File: src/hw/owtf_regs.vh
// Field layout, type codes and limits for the overhead word framer
//
// Summary of operation
// Each word carries a 2-bit word type code taken from the operator input.
// Each word carries a 2-bit color code taken from the operator input.
// The serial word flag bit is 1 when the serial number word is sent and 0 when not.
// The extended address flag bit is 1 when the extended address word is sent and 0 when not.
// A one-bit home registration flag is carried for mobiles in their home system.
// A separate one-bit roam registration flag is carried for roaming mobiles.
// The paging channel count goes out as a 5-bit field holding the count minus one.
// The access channel count goes out as a 7-bit field holding the count minus one.
// The last word flag is 1 on the final word of the overhead train and 0 on earlier words.
// The 3-bit overhead type is 100 for global action, 110 for word one, 111 for word two.
// The framer computes the parity bits itself; the operator has no way to supply them.
// The access-type global action word carries a 4-bit action code after type and color.
// The operator supplies the last word flag as exactly one binary character.
// Fields are packed MSB first in the documented order, parity last.
`ifndef OWTF_REGS_VH
`define OWTF_REGS_VH

`define OWTF_INFO_W      28
`define OWTF_PAR_W       12
`define OWTF_WORD_W      40
`define OWTF_LAST_BIT    6'h27

// Word two field positions (lsb of each field within the 28 info bits)
`define OWTF_POS_TYPE    26
`define OWTF_POS_COLOR   24
`define OWTF_POS_SERIAL  23
`define OWTF_POS_EXT     22
`define OWTF_POS_HOME_REGISTRATION_FLAG    21
`define OWTF_POS_ROAM_REGISTRATION_FLAG    20
`define OWTF_POS_DTX     18
`define OWTF_POS_PAGE    13
`define OWTF_POS_RCF     12
`define OWTF_POS_CPA     11
`define OWTF_POS_ACCESS  4
`define OWTF_POS_END     3
`define OWTF_POS_OHD     0

// Access global action field positions
`define OWTF_POS_ACT     20
`define OWTF_POS_BIS     19
`define OWTF_POS_RSVD    4

// Overhead type codes
`define OWTF_OHD_GLOBAL  3'h4
`define OWTF_OHD_WORD1   3'h6
`define OWTF_OHD_WORD2   3'h7

// Channel count limits (counts are 1-based on the ports)
`define OWTF_PAGE_MAX    6'h20
`define OWTF_ACCESS_MAX  8'h80

// Message selectors
`define OWTF_SEL_WORD2   1'b0
`define OWTF_SEL_ACCESS  1'b1

`endif

File: src/hw/owtf_fifo.v
// Word FIFO with registered read data and valid/ready on both sides
module owtf_fifo #(
  parameter WIDTH = 40,
  parameter DEPTH = 8,
  parameter AW    = 3
) (
  input  wire             clk_sys,
  input  wire             rst_b,
  input  wire             in_valid,
  output wire             in_ready,
  input  wire [WIDTH-1:0] in_data,
  output wire             out_valid,
  input  wire             out_ready,
  output wire [WIDTH-1:0] out_data,
  output wire [AW:0]      level
);

  reg [WIDTH-1:0] mem_ff [0:DEPTH-1];
  reg [AW-1:0]    wr_ptr_ff;
  reg [AW-1:0]    rd_ptr_ff;
  reg [AW:0]      cnt_ff;
  reg             ov_ff;
  reg [WIDTH-1:0] od_ff;

  wire push;
  wire load;

  assign in_ready  = (cnt_ff != DEPTH[AW:0]);
  assign push      = in_valid & in_ready;
  // Refill the output register whenever it is empty or being drained
  assign load      = (cnt_ff != {(AW+1){1'b0}}) & (~ov_ff | out_ready);
  assign out_valid = ov_ff;
  assign out_data  = od_ff;
  assign level     = cnt_ff;

  always @(posedge clk_sys) begin
    if (push) begin
      mem_ff[wr_ptr_ff] <= in_data;
    end
  end

  always @(posedge clk_sys or negedge rst_b) begin
    if (!rst_b) begin
      wr_ptr_ff <= {AW{1'b0}};
      rd_ptr_ff <= {AW{1'b0}};
      cnt_ff    <= {(AW+1){1'b0}};
      ov_ff     <= 1'b0;
      od_ff     <= {WIDTH{1'b0}};
    end else begin
      if (push) begin
        wr_ptr_ff <= (wr_ptr_ff == DEPTH[AW-1:0] - 1'b1) ? {AW{1'b0}} : wr_ptr_ff + 1'b1;
      end
      if (load) begin
        od_ff     <= mem_ff[rd_ptr_ff];
        ov_ff     <= 1'b1;
        rd_ptr_ff <= (rd_ptr_ff == DEPTH[AW-1:0] - 1'b1) ? {AW{1'b0}} : rd_ptr_ff + 1'b1;
      end else if (out_ready) begin
        ov_ff <= 1'b0;
      end
      if (push & ~load) begin
        cnt_ff <= cnt_ff + 1'b1;
      end else if (load & ~push) begin
        cnt_ff <= cnt_ff - 1'b1;
      end
    end
  end

endmodule // owtf_fifo

File: src/hw/owtf_framer.v
// Overhead word framer: builds word-two and access global action words, serialises them
`include "owtf_regs.vh"
module owtf_framer #(
  parameter                   FIFO_DEPTH = 8,
  parameter                   FIFO_AW    = 3,
  parameter [`OWTF_PAR_W-1:0] PAR_POLY   = 12'h80f
) (
  input  wire       clk_sys,
  input  wire       rst_b,
  input  wire       msg_req_valid,
  output wire       msg_req_ready,
  input  wire       msg_select,
  input  wire [1:0] word_type_code,
  input  wire [1:0] color_code,
  input  wire       serial_word_flag,
  input  wire       extended_addr_flag,
  input  wire       home_registration_flag,
  input  wire       roam_registration_flag,
  input  wire [1:0] discontinuous_tx_field,
  input  wire [5:0] paging_channel_count,
  input  wire       read_control_filler_flag,
  input  wire       combined_paging_access_flag,
  input  wire [7:0] access_channel_count,
  input  wire       last_word_flag,
  input  wire [3:0] global_action_code,
  input  wire       busy_idle_flag,
  input  wire [14:0] access_reserved_bits,
  input  wire       clear_count_error,
  output wire       tx_bit,
  output wire       tx_bit_valid,
  input  wire       tx_bit_ready,
  output wire       tx_word_start,
  output wire       tx_word_end,
  output wire       count_error,
  output wire [15:0] words_sent,
  output wire       frame_busy,
  output wire [FIFO_AW:0] fifo_level
);

  localparam ST_IDLE  = 1'b0;
  localparam ST_SHIFT = 1'b1;
  localparam [5:0] LAST_BIT = `OWTF_LAST_BIT;

  reg                      stage_vld_ff;
  reg [`OWTF_INFO_W-1:0]   stage_info_ff;
  reg                      count_error_ff;
  reg                      state_ff;
  reg [`OWTF_WORD_W-1:0]   shift_ff;
  reg [5:0]                bit_cnt_ff;
  reg [15:0]               words_sent_ff;
  reg                      word_start_ff;
  reg                      word_end_ff;

  reg                      nxt_stage_vld;
  reg [`OWTF_INFO_W-1:0]   nxt_stage_info;
  reg                      nxt_count_error;
  reg                      nxt_state;
  reg [`OWTF_WORD_W-1:0]   nxt_shift;
  reg [5:0]                nxt_bit_cnt;
  reg [15:0]               nxt_words_sent;
  reg                      nxt_word_start;
  reg                      nxt_word_end;

  reg [`OWTF_INFO_W-1:0]   word2_info;
  reg [`OWTF_INFO_W-1:0]   access_info;
  reg [`OWTF_INFO_W-1:0]   built_info;
  reg                      range_fault;
  reg [7:0]                page_m1;
  reg [7:0]                access_m1;
  reg                      page_bad;
  reg                      access_bad;

  wire                     req_take;
  wire [`OWTF_PAR_W-1:0]   parity;
  wire                     fifo_in_ready;
  wire                     fifo_out_valid;
  wire                     fifo_out_ready;
  wire [`OWTF_WORD_W-1:0]  fifo_out_data;
  wire                     bit_take;

  // Count minus one, saturating: zero maps to zero, above max maps to max field value
  function [7:0] owtf_minus_one;
    input [7:0] count;
    input [7:0] max;
    begin
      if (count == 8'h00) begin
        owtf_minus_one = 8'h00;
      end else if (count > max) begin
        owtf_minus_one = max - 8'h01;
      end else begin
        owtf_minus_one = count - 8'h01;
      end
    end
  endfunction

  function owtf_out_of_range;
    input [7:0] count;
    input [7:0] max;
    begin
      owtf_out_of_range = (count == 8'h00) || (count > max);
    end
  endfunction

  // One-deep staging register feeds the parity divider; it stalls on a full FIFO
  assign msg_req_ready = ~stage_vld_ff | fifo_in_ready;
  assign req_take      = msg_req_valid & msg_req_ready;

  // Count fields and their range checks, shared by the packer and the error flag
  always @* begin
    page_m1    = owtf_minus_one({2'h0, paging_channel_count}, {2'h0, `OWTF_PAGE_MAX});
    access_m1  = owtf_minus_one(access_channel_count, `OWTF_ACCESS_MAX);
    page_bad   = owtf_out_of_range({2'h0, paging_channel_count}, {2'h0, `OWTF_PAGE_MAX});
    access_bad = owtf_out_of_range(access_channel_count, `OWTF_ACCESS_MAX);
  end

  // System parameter word two, packed MSB first
  always @* begin
    word2_info                         = {`OWTF_INFO_W{1'b0}};
    word2_info[`OWTF_POS_TYPE +: 2]    = word_type_code;
    word2_info[`OWTF_POS_COLOR +: 2]   = color_code;
    word2_info[`OWTF_POS_SERIAL]       = serial_word_flag;
    word2_info[`OWTF_POS_EXT]          = extended_addr_flag;
    word2_info[`OWTF_POS_HOME_REGISTRATION_FLAG]         = home_registration_flag;
    word2_info[`OWTF_POS_ROAM_REGISTRATION_FLAG]         = roam_registration_flag;
    word2_info[`OWTF_POS_DTX +: 2]     = discontinuous_tx_field;
    word2_info[`OWTF_POS_PAGE +: 5]    = page_m1[4:0];
    word2_info[`OWTF_POS_RCF]          = read_control_filler_flag;
    word2_info[`OWTF_POS_CPA]          = combined_paging_access_flag;
    word2_info[`OWTF_POS_ACCESS +: 7]  = access_m1[6:0];
    word2_info[`OWTF_POS_END]          = last_word_flag;
    word2_info[`OWTF_POS_OHD +: 3]     = `OWTF_OHD_WORD2;
  end

  // Counts mean nothing in the access word, so they are neither packed nor checked there
  always @* begin
    access_info                        = {`OWTF_INFO_W{1'b0}};
    access_info[`OWTF_POS_TYPE +: 2]   = word_type_code;
    access_info[`OWTF_POS_COLOR +: 2]  = color_code;
    access_info[`OWTF_POS_ACT +: 4]    = global_action_code;
    access_info[`OWTF_POS_BIS]         = busy_idle_flag;
    access_info[`OWTF_POS_RSVD +: 15]  = access_reserved_bits;
    access_info[`OWTF_POS_END]         = last_word_flag;
    access_info[`OWTF_POS_OHD +: 3]    = `OWTF_OHD_GLOBAL;
  end

  always @* begin
    built_info  = {`OWTF_INFO_W{1'b0}};
    range_fault = 1'b0;
    case (msg_select)
      `OWTF_SEL_WORD2: begin
        built_info  = word2_info;
        range_fault = page_bad | access_bad;
      end
      `OWTF_SEL_ACCESS: begin
        built_info  = access_info;
      end
      default: begin
        built_info  = {`OWTF_INFO_W{1'b0}};
      end
    endcase
  end

  always @* begin
    nxt_stage_vld  = stage_vld_ff;
    nxt_stage_info = stage_info_ff;
    if (req_take) begin
      nxt_stage_vld  = 1'b1;
      nxt_stage_info = built_info;
    end else if (fifo_in_ready) begin
      nxt_stage_vld  = 1'b0;
    end
  end

  // A fault seen in the clear cycle still sets the flag
  always @* begin
    nxt_count_error = count_error_ff;
    if (clear_count_error) begin
      nxt_count_error = 1'b0;
    end
    if (req_take && range_fault) begin
      nxt_count_error = 1'b1;
    end
  end

  owtf_parity #(
    .POLY   (PAR_POLY)
  ) u_parity (
    .info   (stage_info_ff),
    .parity (parity)
  );

  owtf_fifo #(
    .WIDTH     (`OWTF_WORD_W),
    .DEPTH     (FIFO_DEPTH),
    .AW        (FIFO_AW)
  ) u_fifo (
    .clk_sys   (clk_sys),
    .rst_b     (rst_b),
    .in_valid  (stage_vld_ff),
    .in_ready  (fifo_in_ready),
    .in_data   ({stage_info_ff, parity}),
    .out_valid (fifo_out_valid),
    .out_ready (fifo_out_ready),
    .out_data  (fifo_out_data),
    .level     (fifo_level)
  );

  // Serialiser: MSB first, one bit per accepted handshake
  assign fifo_out_ready = (state_ff == ST_IDLE);
  assign bit_take       = (state_ff == ST_SHIFT) & tx_bit_ready;

  always @* begin
    nxt_state   = state_ff;
    nxt_shift   = shift_ff;
    nxt_bit_cnt = bit_cnt_ff;
    case (state_ff)
      ST_IDLE: begin
        if (fifo_out_valid) begin
          nxt_state   = ST_SHIFT;
          nxt_shift   = fifo_out_data;
          nxt_bit_cnt = 6'h00;
        end
      end
      ST_SHIFT: begin
        if (bit_take) begin
          nxt_shift   = {shift_ff[`OWTF_WORD_W-2:0], 1'b0};
          nxt_bit_cnt = bit_cnt_ff + 6'h01;
          if (bit_cnt_ff == LAST_BIT) begin
            nxt_state   = ST_IDLE;
            nxt_bit_cnt = 6'h00;
          end
        end
      end
      default: begin
        nxt_state = ST_IDLE;
      end
    endcase
  end

  // Word markers are registered from the next state so they line up with tx_bit
  always @* begin
    nxt_word_start = (nxt_state == ST_SHIFT) & (nxt_bit_cnt == 6'h00);
    nxt_word_end   = (nxt_state == ST_SHIFT) & (nxt_bit_cnt == LAST_BIT);
  end

  // Sent-word count advances as the last parity bit is taken and wraps silently
  always @* begin
    nxt_words_sent = words_sent_ff;
    if (bit_take && (bit_cnt_ff == LAST_BIT)) begin
      nxt_words_sent = words_sent_ff + 16'h0001;
    end
  end

  // The stage holds one built word while the FIFO is full
  always @(posedge clk_sys or negedge rst_b) begin
    if (!rst_b) begin
      stage_vld_ff   <= 1'b0;
      stage_info_ff  <= {`OWTF_INFO_W{1'b0}};
    end else begin
      stage_vld_ff   <= nxt_stage_vld;
      stage_info_ff  <= nxt_stage_info;
    end
  end

  always @(posedge clk_sys or negedge rst_b) begin
    if (!rst_b) begin
      count_error_ff <= 1'b0;
    end else begin
      count_error_ff <= nxt_count_error;
    end
  end

  // Serialiser registers; an asynchronous reset drops a word mid-shift
  always @(posedge clk_sys or negedge rst_b) begin
    if (!rst_b) begin
      state_ff       <= ST_IDLE;
      shift_ff       <= {`OWTF_WORD_W{1'b0}};
      bit_cnt_ff     <= 6'h00;
      word_start_ff  <= 1'b0;
      word_end_ff    <= 1'b0;
    end else begin
      state_ff       <= nxt_state;
      shift_ff       <= nxt_shift;
      bit_cnt_ff     <= nxt_bit_cnt;
      word_start_ff  <= nxt_word_start;
      word_end_ff    <= nxt_word_end;
    end
  end

  always @(posedge clk_sys or negedge rst_b) begin
    if (!rst_b) begin
      words_sent_ff  <= 16'h0000;
    end else begin
      words_sent_ff  <= nxt_words_sent;
    end
  end

  assign tx_bit        = shift_ff[`OWTF_WORD_W-1];
  assign tx_bit_valid  = (state_ff == ST_SHIFT);
  assign tx_word_start = word_start_ff;
  assign tx_word_end   = word_end_ff;
  assign count_error   = count_error_ff;
  assign words_sent    = words_sent_ff;
  assign frame_busy    = stage_vld_ff | fifo_out_valid | (state_ff == ST_SHIFT) |
                         (fifo_level != {(FIFO_AW+1){1'b0}});

endmodule // owtf_framer

File: src/hw/owtf_parity.v
// Parity generator: remainder of the info bits divided by the generator polynomial
`include "owtf_regs.vh"
module owtf_parity #(
  parameter [`OWTF_PAR_W-1:0] POLY = 12'h80f
) (
  input  wire [`OWTF_INFO_W-1:0] info,
  output wire [`OWTF_PAR_W-1:0]  parity
);

  function [`OWTF_PAR_W-1:0] owtf_divide;
    input [`OWTF_INFO_W-1:0] data;
    reg   [`OWTF_PAR_W-1:0]  rem;
    reg                      fb;
    integer                  i;
    begin
      rem = {`OWTF_PAR_W{1'b0}};
      for (i = `OWTF_INFO_W - 1; i >= 0; i = i - 1) begin
        fb  = data[i] ^ rem[`OWTF_PAR_W-1];
        rem = {rem[`OWTF_PAR_W-2:0], 1'b0} ^ (fb ? POLY : {`OWTF_PAR_W{1'b0}});
      end
      owtf_divide = rem;
    end
  endfunction

  // Parity depends only on the assembled fields
  assign parity = owtf_divide(info);

endmodule // owtf_parity

File: config.mk
export PLATFORM = sky130hd
export DESIGN_NAME = owtf_framer
export DESIGN_NICKNAME = d
export VERILOG_FILES = /design/src/hw/owtf_fifo.v /design/src/hw/owtf_framer.v /design/src/hw/owtf_parity.v
export VERILOG_INCLUDE_DIRS = /design/src /design/src/hw
export SDC_FILE = /design/constraint.sdc
export NUM_CORES = 1
export LEC_CHECK = 0
export BUFFER_PORTS_ARGS = -buffer_cell sky130_fd_sc_hd__buf_4
export CORE_ASPECT_RATIO = 0.9
export CORE_MARGIN = 10
export CORE_UTILIZATION = 60
export DETAILED_ROUTE_END_ITERATION = 7
export PLACE_DENSITY_LB_ADDON = 0.25
export SLEW_MARGIN = 20
export SYNTH_ARGS = -nofsm -noshare
export SYNTH_HDL_FRONTEND = slang
export SYNTH_SLANG_ARGS = --single-unit
File: constraint.sdc
create_clock -name clk_sys -period 6.27 [get_ports clk_sys]
set_input_delay 0.627 -clock clk_sys [delete_from_list [all_inputs] [get_ports clk_sys]]
set_output_delay 0.627 -clock clk_sys [all_outputs]
set_load 0.005 [all_outputs]
==> qor.txt <==
R2r startpoint -> u_fifo.level[1]$_DFFE_PN0P_
Clock Path Buffers -> 3
CTS Buf Count -> 44
Maxcap violations -> 0
Main synth FF type -> edfxtp_1
DPL Wire Length -> 22.2 mm
P_leak -> 8.07 nW
Diode count -> 0
CP Depth -> 12
Post-synth EDFFs -> 312
Min cycle time layout -> 3.13 ns
WL per Instance -> 23.1 um
Final hold violation count -> 0
Crit. End Element -> flip-flop
Syn-to-layout area delta -> 13.6%
Measured slew at the worst slew-check pin -> 0.996 ns
#FFs+latches synth -> 456
Post-Syn Instances -> 1,157
# clock sinks -> 456
Slew HR -> 0.336
Placed Instance Area -> 19,900 sq um
Die Height -> 188 um
Worst path most repeated cell -> ha_1
RD Place Congestion -> 0.774
CP arrival -> 3.54 ns
Drt pass-1 iters -> 7
CP endpoint -> u_fifo.level[3]$_DFFE_PN0P_
Worst-path fanout max -> 84
Routed wire length -> 38.8 mm
Via-per-instance ratio -> 5.96
Vias in the first global route -> 10,300
Clock Latency Late Sink -> 0.54 ns
Pwr/cell area -> 513 nW/um^2
Critical path, cell by cell -> nor3_1, nand2b_1, nand2_2, buf_4, ha_1, inv_1, ha_1, a21o_1, a21oi_1, xnor2_1, nor2_1, xor2_1
Final setup TNS -> 0 ns
Layout cells sized above 1 -> 0.207
First-pass GRT wire length -> 60.7 mm
Core box area -> 30,900 sq um
Mapped cell area -> 18,800 sq um
Synth cell count leaders -> edfxtp_1, nand2_1, dfrtp_1
Register clock-pin slew on the reported worst setup and hold paths -> 0.06 ns
Fmax -> 320 MHz
Unrepaired setup endpoints after global routing -> no
Die Area -> 38,800 sq um
Final Cell Area -> 21,400 sq um
Drt drc -> 0
Slew Viols, Final -> 0
CTS tree -> built
Net Count, Synth -> 1,224
Status -> finished clean
DRT antenna net count -> 0
Total number of vias -> 10,000
Area leader, netlist -> edfxtp_1
Htree depth -> 2
Reg2reg path depth -> 12
GRT Overall Usage -> 0.203
Final clock period utilization by the worst path -> 0.499
Nature of the critical path startpoint -> flip-flop
CTS resizes -> 0
Worst reg2reg setup slack -> 3.14 ns
Crit-path max cell delay -> 0.57 ns
Initial drt markers -> 801
Setup Viol. Count Final -> 0
RR Endpoint -> u_fifo.level[3]$_DFFE_PN0P_
Synth Area per Inst -> 16.3 sq um
Hold buffers post-CTS -> 0
Initial antenna violation count -> 1
Post-CTS Setup Inserts -> 0
Layout Nets -> 1,306
Peak VDD IR -> 0.000362 V
Worst path top cell family by delay -> simple AND/OR/NAND/NOR gates
Largest cells by area after synthesis -> edfxtp_1, dfrtp_1, mux4_2, mux2i_1, nand2_1
Slowest CP cell -> buf_4
Root buffer cell -> clkbuf_16
Final hold slack -> 0.204 ns
Sequential fraction of the synthesis area -> 0.690
Post-synth top area share -> 0.498
Tightest Hold Check Type -> input port to async pin
Initial Util -> 0.608
Critical path launch point -> u_fifo.level[1]$_DFFE_PN0P_
Req. time, crit path -> 6.68 ns
Top-count cell post-synth -> edfxtp_1
Crit Path Class -> flip-flop to flip-flop
Width of the die -> 207 um
Synth async-reset ratio -> 0.316
Largest net degree at the start of global routing -> 96
Grt ovf -> 0
Synth cell types -> 55
Skew final -> 0.0150 ns
Critical path buffers and inverters -> 2
IO buf count -> 79
Yosys warning count -> 0
# IOs -> 80
Site row count -> 61
-- through the flow --
step | power, mW | worst slack, ns | utilization | cells
after floorplan | 7.31 | 0.884 | - | 1157
after global placement | 8.16 | 3.21 | 0.643 | 1602
after detailed placement | 8.31 | 3.17 | 0.643 | 1602
after CTS | 11.1 | 3.14 | 0.691 | 1682
after global routing | 11.5 | 2.90 | 0.691 | 1682
final | 11.0 | 3.14 | 0.691 | 1682
-- kinds of logic after synthesis --
| kind of cell | synth area share |
|---|---|
| AOI/OAI and AO/OA | 0.0407 |
| xor gates and xnor gates | 0.0463 |
| adders and majority gates | 0.0129 |
| buffers and inverters | 0.0147 |
| DFF | 0.690 |
| muxes | 0.143 |
| and+or+nand+nor | 0.0524 |
-- flip-flops by register name, indices dropped and copies added, names as in the netlist --
register / cells
bit_cnt_ff: 6
stage_vld_ff: 1
tx_word_end: 1
tx_bit_valid: 1
shift_ff: 40
u_fifo.mem_ff: 312
count_error: 1
words_sent: 16
u_fifo.out_data: 39
u_fifo.rd_ptr_ff: 3
stage_info_ff: 27
u_fifo.wr_ptr_ff: 3
u_fifo.level: 4
u_fifo.out_valid: 1
tx_word_start: 1
-- report_power, final --
group	internal, mW	switching (mW)
logic	1.40	1.73
clock network	1.63	1.08
registers	4.65	0.471
-- worst min path at each step --
| stage | start | end | slack, ns | cells past startpoint |
|---|---|---|---|---|
| CTS | rst_b | u_fifo.wr_ptr_ff[1]$_DFFE_PN0P_ | 0.24 | 1 |
| global route | rst_b | u_fifo.wr_ptr_ff[1]$_DFFE_PN0P_ | 0.28 | 1 |
| global placement | u_fifo.out_data[18]$_DFFE_PN0P_ | u_fifo.out_data[18]$_DFFE_PN0P_ | 0.46 | 2 |
| finish | rst_b | u_fifo.level[1]$_DFFE_PN0P_ | 0.20 | 1 |
| detailed placement | u_fifo.out_data[17]$_DFFE_PN0P_ | u_fifo.out_data[17]$_DFFE_PN0P_ | 0.47 | 2 |
| floorplan | rst_b | bit_cnt_ff[0]$_DFF_PN0_ | 0.33 | 0 |
-- layer usage --
metal / up-vias / GRT usage / wire length [um]
met4: 0 / 0.0541 / 790
met3: 57 / 0.0420 / 2510
li1: 4528 / - / -
met2: 311 / 0.322 / 18800
met5: - / 0 / 0
met1: 5125 / 0.282 / 16700
-- cell type report --
cell class | count | area [sq um]
clock inverters | 13 | 201
repair buffers | 95 | 717
fillers | 2006 | 9540
well taps | 409 | 512
flip-flops and latches | 456 | 13000
multi-input cells | 630 | 5620
clock buffers | 67 | 1290
inverters | 12 | 45.0
-- placed cells by master, fill, tap and decap left out, types with 3 or more instances in the layout --
| master | count |
|---|---|
| xnor3_1 | 7 |
| xnor2_2 | 3 |
| nand2b_1 | 5 |
| xnor2_1 | 52 |
| nand3_1 | 7 |
| clkinv_2 | 3 |
| inv_1 | 11 |
| edfxtp_1 | 312 |
| clkbuf_1 | 14 |
| nand2_1 | 145 |
| nand4_1 | 6 |
| ha_1 | 13 |
| mux4_2 | 78 |
| a22o_1 | 4 |
| maj3_1 | 6 |
| bufinv_16 | 5 |
| nor3b_1 | 3 |
| clkbuf_8 | 8 |
| nor3_1 | 8 |
| buf_4 | 94 |
| dfrtp_4 | 3 |
| mux2_2 | 4 |
| a21o_1 | 3 |
| clkbuf_16 | 45 |
| a21oi_1 | 15 |
| xor2_1 | 15 |
| nor3_2 | 3 |
| o21ai_0 | 102 |
| mux2i_1 | 89 |
| nor2_1 | 17 |
| clkinv_1 | 3 |
| dfrtp_1 | 140 |
(Power assumes the default switching activity.)
